<file path="src/rtl/bssr_pkg.sv">
// package for the buck switcher setting register bank
// assumes one clock domain and a byte-wide register address from the host port

package bssr_pkg;

  // ----------------------------------------------------------------
  // register addresses
  // ----------------------------------------------------------------
  localparam logic [7:0] BSSR_ADDR_BUCK_TWO = 8'h19; // second converter settings
  localparam logic [7:0] BSSR_ADDR_BUCK_THREE = 8'h1a; // third converter settings
  localparam logic [7:0] BSSR_ADDR_BUCK_FOUR = 8'h1b; // fourth converter settings
  localparam logic [7:0] BSSR_ADDR_MODE = 8'h1c; // switcher mode control

  // ----------------------------------------------------------------
  // reset values and write masks
  // ----------------------------------------------------------------
  localparam logic [3:0] BSSR_LOW_LOAD_MAX_RST = 4'ha; // low-load maximum level
  localparam logic [3:0] BSSR_LOW_LOAD_MIN_RST = 4'h8; // low-load minimum level
  localparam logic [3:0] BSSR_MODE_RST = 4'ha; // operating mode, pwm in both states
  localparam logic [3:0] BSSR_MODE_OFF = 4'h0; // mode left by startup on a disabled converter
  localparam logic [1:0] BSSR_SPEED_RST = 2'h1; // scaling speed
  localparam logic [2:0] BSSR_PLL_MULT_RST = 3'h4; // pll multiplication factor
  localparam logic BSSR_BIT_CLR = 1'b0; // single control bit cleared
  localparam logic [23:0] BSSR_LO_WMASK = 24'h807fff; // writable bits, third and fourth
  localparam logic [23:0] BSSR_MODE_WMASK = 24'h7ffdff; // writable bits, mode control

  // ----------------------------------------------------------------
  // register layouts, most significant field first
  // ----------------------------------------------------------------
  typedef struct packed {
    logic range_sel; // bit 23
    logic [3:0] low_load_min; // bits 22..19, leading zero implied
    logic [3:0] low_load_max; // bits 18..15
    logic [4:0] stby; // bits 14..10
    logic [4:0] scaling; // bits 9..5
    logic [4:0] normal; // bits 4..0
  } bssr_buck_two_type;

  typedef struct packed {
    logic range_sel; // bit 23
    logic [7:0] zero; // bits 22..15, read as zero
    logic [4:0] stby; // bits 14..10
    logic [4:0] spare; // bits 9..5
    logic [4:0] normal; // bits 4..0
  } bssr_buck_lo_type;

  typedef struct packed {
    logic rsvd_hi; // bit 23, reads zero
    logic ilim_dis; // bit 22
    logic [2:0] pll_mult; // bits 21..19
    logic pll_en; // bit 18
    logic [1:0] speed2; // bits 17..16
    logic uo2; // bit 15
    logic mh2; // bit 14
    logic [3:0] mode2; // bits 13..10
    logic rsvd_lo; // bit 9, reads zero
    logic low_load_scaling_enable; // bit 8
    logic [1:0] speed1; // bits 7..6
    logic uo1; // bit 5
    logic mh1; // bit 4
    logic [3:0] mode1; // bits 3..0
  } bssr_mode_ctl_type;

endpackage

</file>
<file path="src/rtl/bssr_regs.sv">
// register bank holding buck converter settings and switcher mode control
// assumes a host port that gives one-cycle write and read strobes on mclk,
// a startup sequencer on mclk, and reset pins asynchronous to mclk

`timescale 1ns/1ps

// Behaviour
// - second converter normal setting, bits 0-4, unreset
// - second converter scaling setting, bits 5-9, unreset
// - second converter standby setting, bits 10-14, unreset
// - low-load maximum, bits 15-18, system reset 1010
// - low-load minimum, bits 19-22, system reset 1000
// - second converter range select bit 23, unreset
// - third converter normal and spare bits, unreset
// - third converter standby setting, bits 10-14, unreset
// - third register bits 15-22 zero, bit 23 range
// - fourth converter normal and spare bits, unreset
// - fourth converter standby setting, bits 10-14, unreset
// - fourth register bits 15-22 zero, bit 23 range
// - first memory hold bit 4, power-off reset only
// - first speed 01, low-load enable 0, bit 9 zero
// - second memory hold bit 14, power-off reset clears
// - second speed bits 16-17, system reset 01
// - pll enable 0, multiplier 100 on system reset
// - current-limit disable cleared, bit 23 reads zero
// - startup restores modes; enabled converters run pwm
module bssr_regs
  import bssr_pkg::*;
(
  input wire logic mclk,
  input wire logic rst,
  input wire logic system_reset_n,
  input wire logic power_off_reset_n,
  input wire logic reg_wr,
  input wire logic reg_rd,
  input wire logic [7:0] reg_addr,
  input wire logic [23:0] reg_wdata,
  output logic [23:0] reg_rdata,
  output logic reg_rvalid,
  input wire logic seq_restore,
  input wire logic [1:0] buck_startup_enable,
  input wire bssr_buck_two_type cfg_buck_two,
  input wire bssr_buck_lo_type cfg_buck_three,
  input wire bssr_buck_lo_type cfg_buck_four,
  output bssr_buck_two_type buck_two_set,
  output bssr_buck_lo_type buck_three_set,
  output bssr_buck_lo_type buck_four_set,
  output bssr_mode_ctl_type switcher_mode
);

  // ----------------------------------------------------------------
  // reset pin synchronisation
  // ----------------------------------------------------------------
  logic [1:0] pin_n; // filtered reset pins, bit 1 power-off, bit 0 system
  logic sys_rst_act; // system reset held active
  logic off_rst_act; // power-off reset held active

  // both pins idle high, so the filter starts released
  bssr_pin_sync #(
    .WIDTH(2),
    .IDLE(2'h3)
  ) u_pin_sync (
    .mclk(mclk),
    .rst(rst),
    .pin_in({power_off_reset_n, system_reset_n}),
    .pin_out(pin_n)
  );

  assign sys_rst_act = ~pin_n[0];
  assign off_rst_act = ~pin_n[1];

  // ----------------------------------------------------------------
  // register state
  // ----------------------------------------------------------------
  bssr_buck_two_type two_q, two_d; // second converter
  bssr_buck_lo_type three_q, three_d; // third converter
  bssr_buck_lo_type four_q, four_d; // fourth converter
  bssr_mode_ctl_type mode_q, mode_d; // mode control

  // next values; later sources win: host write, startup, system, power-off, rst
  always_comb begin
    two_d = two_q;
    three_d = three_q;
    four_d = four_q;
    mode_d = mode_q;
    // host writes; read-only bits are masked off so they stay zero
    if (reg_wr) begin
      case (reg_addr)
        BSSR_ADDR_BUCK_TWO: begin
          two_d = bssr_buck_two_type'(reg_wdata);
        end
        BSSR_ADDR_BUCK_THREE: begin
          three_d = bssr_buck_lo_type'(reg_wdata & BSSR_LO_WMASK);
        end
        BSSR_ADDR_BUCK_FOUR: begin
          four_d = bssr_buck_lo_type'(reg_wdata & BSSR_LO_WMASK);
        end
        BSSR_ADDR_MODE: begin
          mode_d = bssr_mode_ctl_type'(reg_wdata & BSSR_MODE_WMASK);
        end
        default: begin
          // unmapped address: write dropped
        end
      endcase
    end
    // startup restore of operating modes; enabled ones get pwm in both states
    if (seq_restore) begin
      mode_d.mode1 = buck_startup_enable[0] ? BSSR_MODE_RST : BSSR_MODE_OFF;
      mode_d.mode2 = buck_startup_enable[1] ? BSSR_MODE_RST : BSSR_MODE_OFF;
    end
    // system reset: only fields that name it as their source
    if (sys_rst_act) begin
      two_d.low_load_max = BSSR_LOW_LOAD_MAX_RST;
      two_d.low_load_min = BSSR_LOW_LOAD_MIN_RST;
      mode_d.mode1 = BSSR_MODE_RST;
      mode_d.speed1 = BSSR_SPEED_RST;
      mode_d.low_load_scaling_enable = BSSR_BIT_CLR;
      mode_d.mode2 = BSSR_MODE_RST;
      mode_d.speed2 = BSSR_SPEED_RST;
      mode_d.pll_en = BSSR_BIT_CLR;
      mode_d.pll_mult = BSSR_PLL_MULT_RST;
      mode_d.ilim_dis = BSSR_BIT_CLR;
    end
    // power-off reset: hold and user-off bits survive a system reset
    if (off_rst_act) begin
      mode_d.mh1 = BSSR_BIT_CLR;
      mode_d.uo1 = BSSR_BIT_CLR;
      mode_d.mh2 = BSSR_BIT_CLR;
      mode_d.uo2 = BSSR_BIT_CLR;
    end
    // power-up of the core: reset-sourced fields to defaults,
    // unreset fields take the power-up configuration once
    if (rst) begin
      two_d = cfg_buck_two;
      two_d.low_load_max = BSSR_LOW_LOAD_MAX_RST;
      two_d.low_load_min = BSSR_LOW_LOAD_MIN_RST;
      three_d = bssr_buck_lo_type'(cfg_buck_three & BSSR_LO_WMASK);
      four_d = bssr_buck_lo_type'(cfg_buck_four & BSSR_LO_WMASK);
      mode_d = '0;
      mode_d.mode1 = BSSR_MODE_RST;
      mode_d.speed1 = BSSR_SPEED_RST;
      mode_d.mode2 = BSSR_MODE_RST;
      mode_d.speed2 = BSSR_SPEED_RST;
      mode_d.pll_mult = BSSR_PLL_MULT_RST;
    end
  end

  // registers only
  always_ff @(posedge mclk) begin
    two_q <= two_d;
    three_q <= three_d;
    four_q <= four_d;
    mode_q <= mode_d;
  end

  // settings go straight to the converters from the flops
  assign buck_two_set = two_q;
  assign buck_three_set = three_q;
  assign buck_four_set = four_q;
  assign switcher_mode = mode_q;

  // ----------------------------------------------------------------
  // read path
  // ----------------------------------------------------------------
  logic [23:0] rd_view; // word selected by the read address
  logic [23:0] rdata_q, rdata_d; // held read data
  logic rvalid_q, rvalid_d; // one-cycle read answer

  // address decode; unmapped addresses read as zero
  always_comb begin
    case (reg_addr)
      BSSR_ADDR_BUCK_TWO: rd_view = two_q;
      BSSR_ADDR_BUCK_THREE: rd_view = three_q;
      BSSR_ADDR_BUCK_FOUR: rd_view = four_q;
      BSSR_ADDR_MODE: rd_view = mode_q;
      default: rd_view = 24'h000000;
    endcase
  end

  // data holds until the next read so a slow host can take it late
  always_comb begin
    rdata_d = reg_rd ? rd_view : rdata_q;
    rvalid_d = reg_rd;
    if (rst) begin
      rdata_d = 24'h000000;
      rvalid_d = 1'b0;
    end
  end

  // registers only
  always_ff @(posedge mclk) begin
    rdata_q <= rdata_d;
    rvalid_q <= rvalid_d;
  end

  assign reg_rdata = rdata_q;
  assign reg_rvalid = rvalid_q;
endmodule

</file>
<file path="src/rtl/bssr_pin_sync.sv">
// three-stage synchroniser with agreement filter for reset pins
// assumes the pins are asynchronous to mclk and rst is synchronous

`timescale 1ns/1ps

module bssr_pin_sync #(
  parameter int WIDTH = 2,
  parameter logic [WIDTH-1:0] IDLE = '1
) (
  input wire logic mclk,
  input wire logic rst,
  input wire logic [WIDTH-1:0] pin_in,
  output logic [WIDTH-1:0] pin_out
);

  // ----------------------------------------------------------------
  // stages
  // ----------------------------------------------------------------
  logic [WIDTH-1:0] s1_q, s2_q, s3_q, out_q; // s1 feeds s2 and nothing else
  logic [WIDTH-1:0] s1_d, s2_d, s3_d, out_d;

  // next values: output moves only when second and third stage agree
  always_comb begin
    s1_d = pin_in;
    s2_d = s1_q;
    s3_d = s2_q;
    out_d = out_q;
    for (int i = 0; i < WIDTH; i++) begin
      if (s2_q[i] == s3_q[i]) begin
        out_d[i] = s3_q[i];
      end
    end
    if (rst) begin
      s1_d = IDLE;
      s2_d = IDLE;
      s3_d = IDLE;
      out_d = IDLE;
    end
  end

  // registers only
  always_ff @(posedge mclk) begin
    s1_q <= s1_d;
    s2_q <= s2_d;
    s3_q <= s3_d;
    out_q <= out_d;
  end

  assign pin_out = out_q;
endmodule

</file>
<file path="config.mk">
export PLATFORM = sky130hd
export DESIGN_NAME = bssr_regs
export DESIGN_NICKNAME = d
export VERILOG_FILES = /design/src/rtl/bssr_pkg.sv /design/src/rtl/bssr_regs.sv /design/src/rtl/bssr_pin_sync.sv
export SDC_FILE = /design/constraint.sdc
export NUM_CORES = 1
export LEC_CHECK = 0
export BUFFER_PORTS_ARGS = -buffer_cell sky130_fd_sc_hd__clkbuf_2
export CORE_ASPECT_RATIO = 0.6
export CORE_MARGIN = 4
export CORE_UTILIZATION = 46
export CTS_CLUSTER_DIAMETER = 150
export CTS_CLUSTER_SIZE = 8
export DETAILED_ROUTE_END_ITERATION = 6
export GPL_TIMING_DRIVEN = 0
export PLACE_DENSITY = 0.78
export SYNTH_ARGS = -nofsm -noshare
export SYNTH_HDL_FRONTEND = slang
export SYNTH_SLANG_ARGS = --single-unit
</file>
<file path="constraint.sdc">
create_clock -name mclk -period 2.7 [get_ports mclk]
set_input_delay 0.27 -clock mclk [delete_from_list [all_inputs] [get_ports mclk]]
set_output_delay 0.27 -clock mclk [all_outputs]
set_load 0.005 [all_outputs]
</file>
==> out/qor.yml, run 1 <==
status: "finished clean"
grt_pass1_vias: 4966
die_w_um: 140.1
crit_start: "reg_addr[5]"
synth_area_leaders: "edfxtp_1 30%, dfxtp_1 26%, nand2_1 9.0%, a22oi_1 5.3%, nand2b_1 3.0%"
num_io_pins: 234
crit_buf_inv: 2
setup_ws_ps: 382.9
max_stage_delay_ps: 690
dp_hpwl_um: 13170
yosys_warnings: 0
crit_type: "input pin to register"
finalWeightedCongestion: 0.8829
ant_nets: 0
coreArea_mm2: 0.01002
cts.clk_slew.worst_paths_ps: 70
post-synth-top-area-cell: "edfxtp_1"
muxShareOfSynthArea_pct: 0.6234
period_minus_slack_ps: 2317
nFillCells: 901
p_leak_nw: 2.811
wl_per_cell_um: 20.29
postCtsHoldBufs: 0
ys_seq_area_share_pct: 56.10
pre_cts_slack_ps: 28.35
cts_buffers: 9
nets: 835
clock_latency_ps: 360
ys_ff_latch: 111
startpoint_type: "input pin"
gr-total-overflow: 0
most-common-layout-cells: "188 x clkbuf_2, 116 x nand2_1, 63 x dfxtp_1, 48 x edfxtp_1, 34 x a22oi_1"
grt_pass1_wl_um: 26660
synth_fa_ha_area_share_pct: 0
first_pass_iters: 5
area_delta_synth_final_pct: 31.07
root_buffer: "clkbuf_16"
cp_data_arrival_time_ps: 2290
worstPathRequired_ps: 2680
synthXorXnorAreaFrac_pct: 0.1818
finalPower_mw: 3.744
worst_pin_slew_ps: 1072
syn-cell-area_mm2: 0.004817
async_flop_share_pct: 0
final-hold-violation-count: 0
clk_path_buf_depth: 2
grt_setup_unrepaired: "false"
crit_chain: "clkbuf_2 -> or4b_4 -> or4_1 -> buf_2 -> nand2b_1"
skew_ps: 7.383
cts_tree: "yes"
final.setup.tns_ps: 0
relSlewSlack_pct: 28.37
cts.sinks: 111
fmax_ghz: 0.4316
rows: 28
cts_setup_buffers: 0
wl_um: 17490
ir_drop_mv: 0.3853
drc: 0
portBuffers: 188
dieHeight_um: 87.27
path_max_fanout: 16
crit_path_top_delay_cell: "nand2b_1"
synth_edf_count: 48
critPathCaptureType: "register"
crit_family: "simple AND/OR/NAND/NOR gates"
cts_resized: 0
setup_viol: 0
syn_area_per_cell_um2: 9.520
synth-simple-area-share_pct: 20.00
layout_commonest_cell: "clkbuf_2"
die_area_mm2: 0.01223
synth_cell_types: 38
avgViaCountPerCell: 5.596
vias: 4824
cts.htree.levels: 3
grt_max_degree: 19
slew_violations: 0
synth_top_area_share_pct: 29.92
antenna_cells: 0
grt_usage_pct: 28.63
synthCells: 506
worstHoldStart: "system_reset_n"
layout-drive-gt1-share_pct: 32.74
drt_iter0_drc: 456
r2r_start: "u_pin_sync.pin_out[0]"
synth-main-ff-cell: "dfxtp_1"
synth_top_family_by_area: "simple AND/OR/NAND/NOR gates"
synth_compound_gate_area_share_pct: 16.73
hp-class: "input pin to register"
drv_cap: 0
start_util_pct: 48.08
period_share_pct: 85.82
power.density_mw_per_mm2: 592.9
antenna_found_initial: 0
-- stage by stage --
step           util (%)  cells  hold WS [ps]  area [um2]
2_1_floorplan         -    523         373.8        4881
3_3_place_gp      59.79    846         392.8        5991
3_5_place_dp      59.79    846         404.4        5991
4_1_cts           63.01    862         94.40        6314
5_1_grt           63.01    862         96.26        6314
6_report          63.01    862         99.52        6314
-- where the power goes --
part / switching (mW) / internal, mW
clock network: 0.630 / 0.821
logic: 0.236 / 0.171
registers: 0.0486 / 1.84
-- worst register-to-register path: stages (launching register included) --
cell	delay, ps
dfxtp_1	370
nor2b_1	440
nand2b_1	100
clkbuf_1	240
a31oi_1	200
a21oi_1	90
-- logic make-up (layout without fill, tap and decap cells) --
group | Yosys count | count (layout)
xor+xnor | 1 | 1
other cells | 1 | 18
buf+inv | 59 | 263
simple gates | 203 | 203
flops | 111 | 111
compound gates | 128 | 128
mux | 3 | 3
-- Yosys cell counts (2+ instances only) --
master     instances
nand3_1           28
a31oi_1            4
a21oi_1           27
clkbuf_1          30
buf_4             18
or2_2              6
o21bai_1           2
o21ai_1           22
a22oi_1           34
o21ai_0           21
or4_1              2
edfxtp_1          48
nand2b_1          23
nor3b_1            2
buf_2              5
dfxtp_1           63
inv_1              4
a41o_1             2
nand2_1          116
mux2i_1            3
o2bb2ai_1          2
nor3_1             5
nor2b_1            4
a22o_1            14
nor2_1             8
-- path summary, 6_finish.rpt --
kind	to	slack [ps]	depth (start not counted)
setup / recovery	buck_two_set[11]	380	5
hold / removal	u_pin_sync.s1_q[0]	100	2
setup reg to reg	switcher_mode[11]	1130	5
hold reg to reg	u_pin_sync.s2_q[1]	420	1
-- sequential cells by signal, summed over array words and instances, names as in the netlist --
| register | cells |
|---|---|
| reg_rvalid | 1 |
| reg_rdata | 24 |
| switcher_mode | 22 |
| u_pin_sync.pin_out | 2 |
| u_pin_sync.s3_q | 2 |
| buck_four_set | 16 |
| buck_three_set | 16 |
| buck_two_set | 24 |
| u_pin_sync.s1_q | 2 |
| u_pin_sync.s2_q | 2 |
-- routing by layer --
layer | routed length (um) | global-route usage (%) | up-vias
met2 | 8182 | 46.71 | 335
met5 | 0 | 0 | -
met4 | 302 | 9.763 | 0
li1 | - | - | 2185
met1 | 6883 | 36.91 | 2275
met3 | 2121 | 8.448 | 29
-- cell type report --
| cell class | count | area (um2) | share of cell area (%) |
|---|---|---|---|
| timing repair buffer | 188 | 940.9 | 14.90 |
| clock buffer | 10 | 229.0 | 3.627 |
| clock inverter | 6 | 93.84 | 1.486 |
| multi-input combinational | 353 | 1876 | 29.71 |
| sequential | 111 | 2703 | 42.81 |
| tap | 135 | 168.9 | 2.675 |
| buffer | 54 | 284.0 | 4.499 |
| inverter | 5 | 18.77 | 0.2973 |
(Power assumes the default switching activity.)
==> run 2, diff against run 1 <==
Settings changed: CORE_UTILIZATION 46 to 34, PLACE_DENSITY 0.78 to 0.6.
==> run 2 against run 1 <==
Clock power fell by 10%. Fmax decreased by 0.18%. Worst hold slack lost 3.2 ps. Setup slack lost 4.2 ps. Global-route usage fell by 6.2 points. First-iteration DRC count is 26% lower. Critical path depth stayed put. Largest cell class unchanged.
==> out/qor.yml, run 2 (same netlist as run 1, synthesis figures left out) <==
period_minus_slack_ps: 2321
nFillCells: 1372
power.density_mw_per_mm2: 566.8
r2r_start: "u_pin_sync.pin_out[0]"
fmax_ghz: 0.4308
r2r_end: "switcher_mode[11]"
whs_ps: 96.32
root_buffer: "clkbuf_16"
postCtsHoldBufs: 0
status: "finished clean"
worstRegToRegCells: 5
p_leak_nw: 2.792
cts.htree.levels: 3
grt_usage_pct: 22.39
antenna_found_initial: 0
grt_setup_unrepaired: "false"
drv_cap: 0
hold_depth: 2
wl_per_cell_um: 20.43
coreArea_mm2: 0.01375
most-common-layout-cells: "188 x clkbuf_2, 116 x nand2_1, 63 x dfxtp_1, 48 x edfxtp_1, 34 x a22oi_1"
clk_path_buf_depth: 2
cts_setup_buffers: 0
die_w_um: 161.7
final.setup.tns_ps: 0
cts.clk_slew.worst_paths_ps: 80
grt_pass1_vias: 4532
drt_iter0_drc: 338
ir_drop_mv: 0.2661
finalPower_mw: 3.595
cts_tree: "yes"
drc: 0
antenna_cells: 0
nets: 835
vias: 4713
die_area_mm2: 0.01620
ant_nets: 0
finalWeightedCongestion: 0.8844
cp_data_arrival_time_ps: 2300
crit_type: "input pin to register"
dp_hpwl_um: 14340
cts_buffers: 9
grt_max_degree: 20
layout-drive-gt1-share_pct: 32.74
regToRegSetupSlack_ps: 1120
slew_violations: 0
setup_viol: 0
num_io_pins: 234
grt_pass1_wl_um: 26960
pre_cts_slack_ps: 10.46
gr-total-overflow: 0
setup_ws_ps: 378.7
rows: 33
layout_commonest_cell: "clkbuf_2"
dieHeight_um: 100.2
area_delta_synth_final_pct: 31.66
portBuffers: 188
worst_pin_slew_ps: 1127
wl_um: 18770
period_share_pct: 85.97
clock_latency_ps: 360
hp-class: "input pin to register"
final-hold-violation-count: 0
skew_ps: 9.726
cts.sinks: 111
start_util_pct: 35.04
avgViaCountPerCell: 5.128
dpl_cell_area_mm2: 0.006062
min_to: "u_pin_sync.s1_q[1]"
worstPathRequired_ps: 2680
critPathCaptureType: "register"
worstHoldStart: "power_off_reset_n"
design_area_mm2: 0.006342
path_max_fanout: 16
startpoint_type: "input pin"
first_pass_iters: 5
cts_resized: 0
relSlewSlack_pct: 24.68
run 2: cell types whose count changed in the layout (fill, tap and decap cells not counted), sizes merged:
cell / previous run / this run
bufinv: 2 / 0
inv: 5 / 7
run 2: critical path: stages:
cell and delay, ps:
clkbuf_2 90, or4b_4 580, or4_1 480, buf_2 190, nand2b_1 670
run 2: area by class of cell:
class                   instances  area, um2  share of cell area (%)
flip-flops and latches        111       2703                   42.61
clock buffers                  10      229.0                   3.610
multi-input cells             353       1876                   29.57
repair buffers                188      940.9                   14.84
clock inverters                 6      51.30                  0.8088
well taps                     192      240.2                   3.788
plain buffers                  54      284.0                   4.478
inverters                       5      18.77                  0.2959
run 2: stage by stage:
| step | std cells | util [%] |
|---|---|---|
| detailed placement | 903 | 44.09 |
| CTS | 919 | 46.13 |
| global route | 919 | 46.13 |
| global placement | 903 | 44.09 |
| floorplan | 523 | - |
| finish | 919 | 46.13 |
run 2: worst max path at each step:
stage,start,endpoint,slack (ps)
after global routing,reg_addr[5],buck_three_set[4],270
final,reg_addr[5],buck_two_set[4],380
after global placement,reg_addr[5],buck_two_set[13],20
after floorplan,reg_addr[5],buck_two_set[0],480
after CTS,reg_addr[5],buck_four_set[4],370
after detailed placement,reg_addr[5],buck_three_set[12],10
run 2: power breakdown:
| group | internal, mW | switching (mW) |
|---|---|---|
| Sequential | 1.84 | 0.0520 |
| Clock | 0.641 | 0.655 |
| Combinational | 0.171 | 0.239 |
run 2: metal layers:
layer | up-vias | GRT usage, % | share of wire (%)
met3 | 22 | 5.745 | 10
met1 | 2248 | 32.63 | 47
li1 | 2179 | - | -
met4 | 0 | 5.068 | 1.4
met2 | 264 | 33.63 | 41
met5 | - | 0 | 0
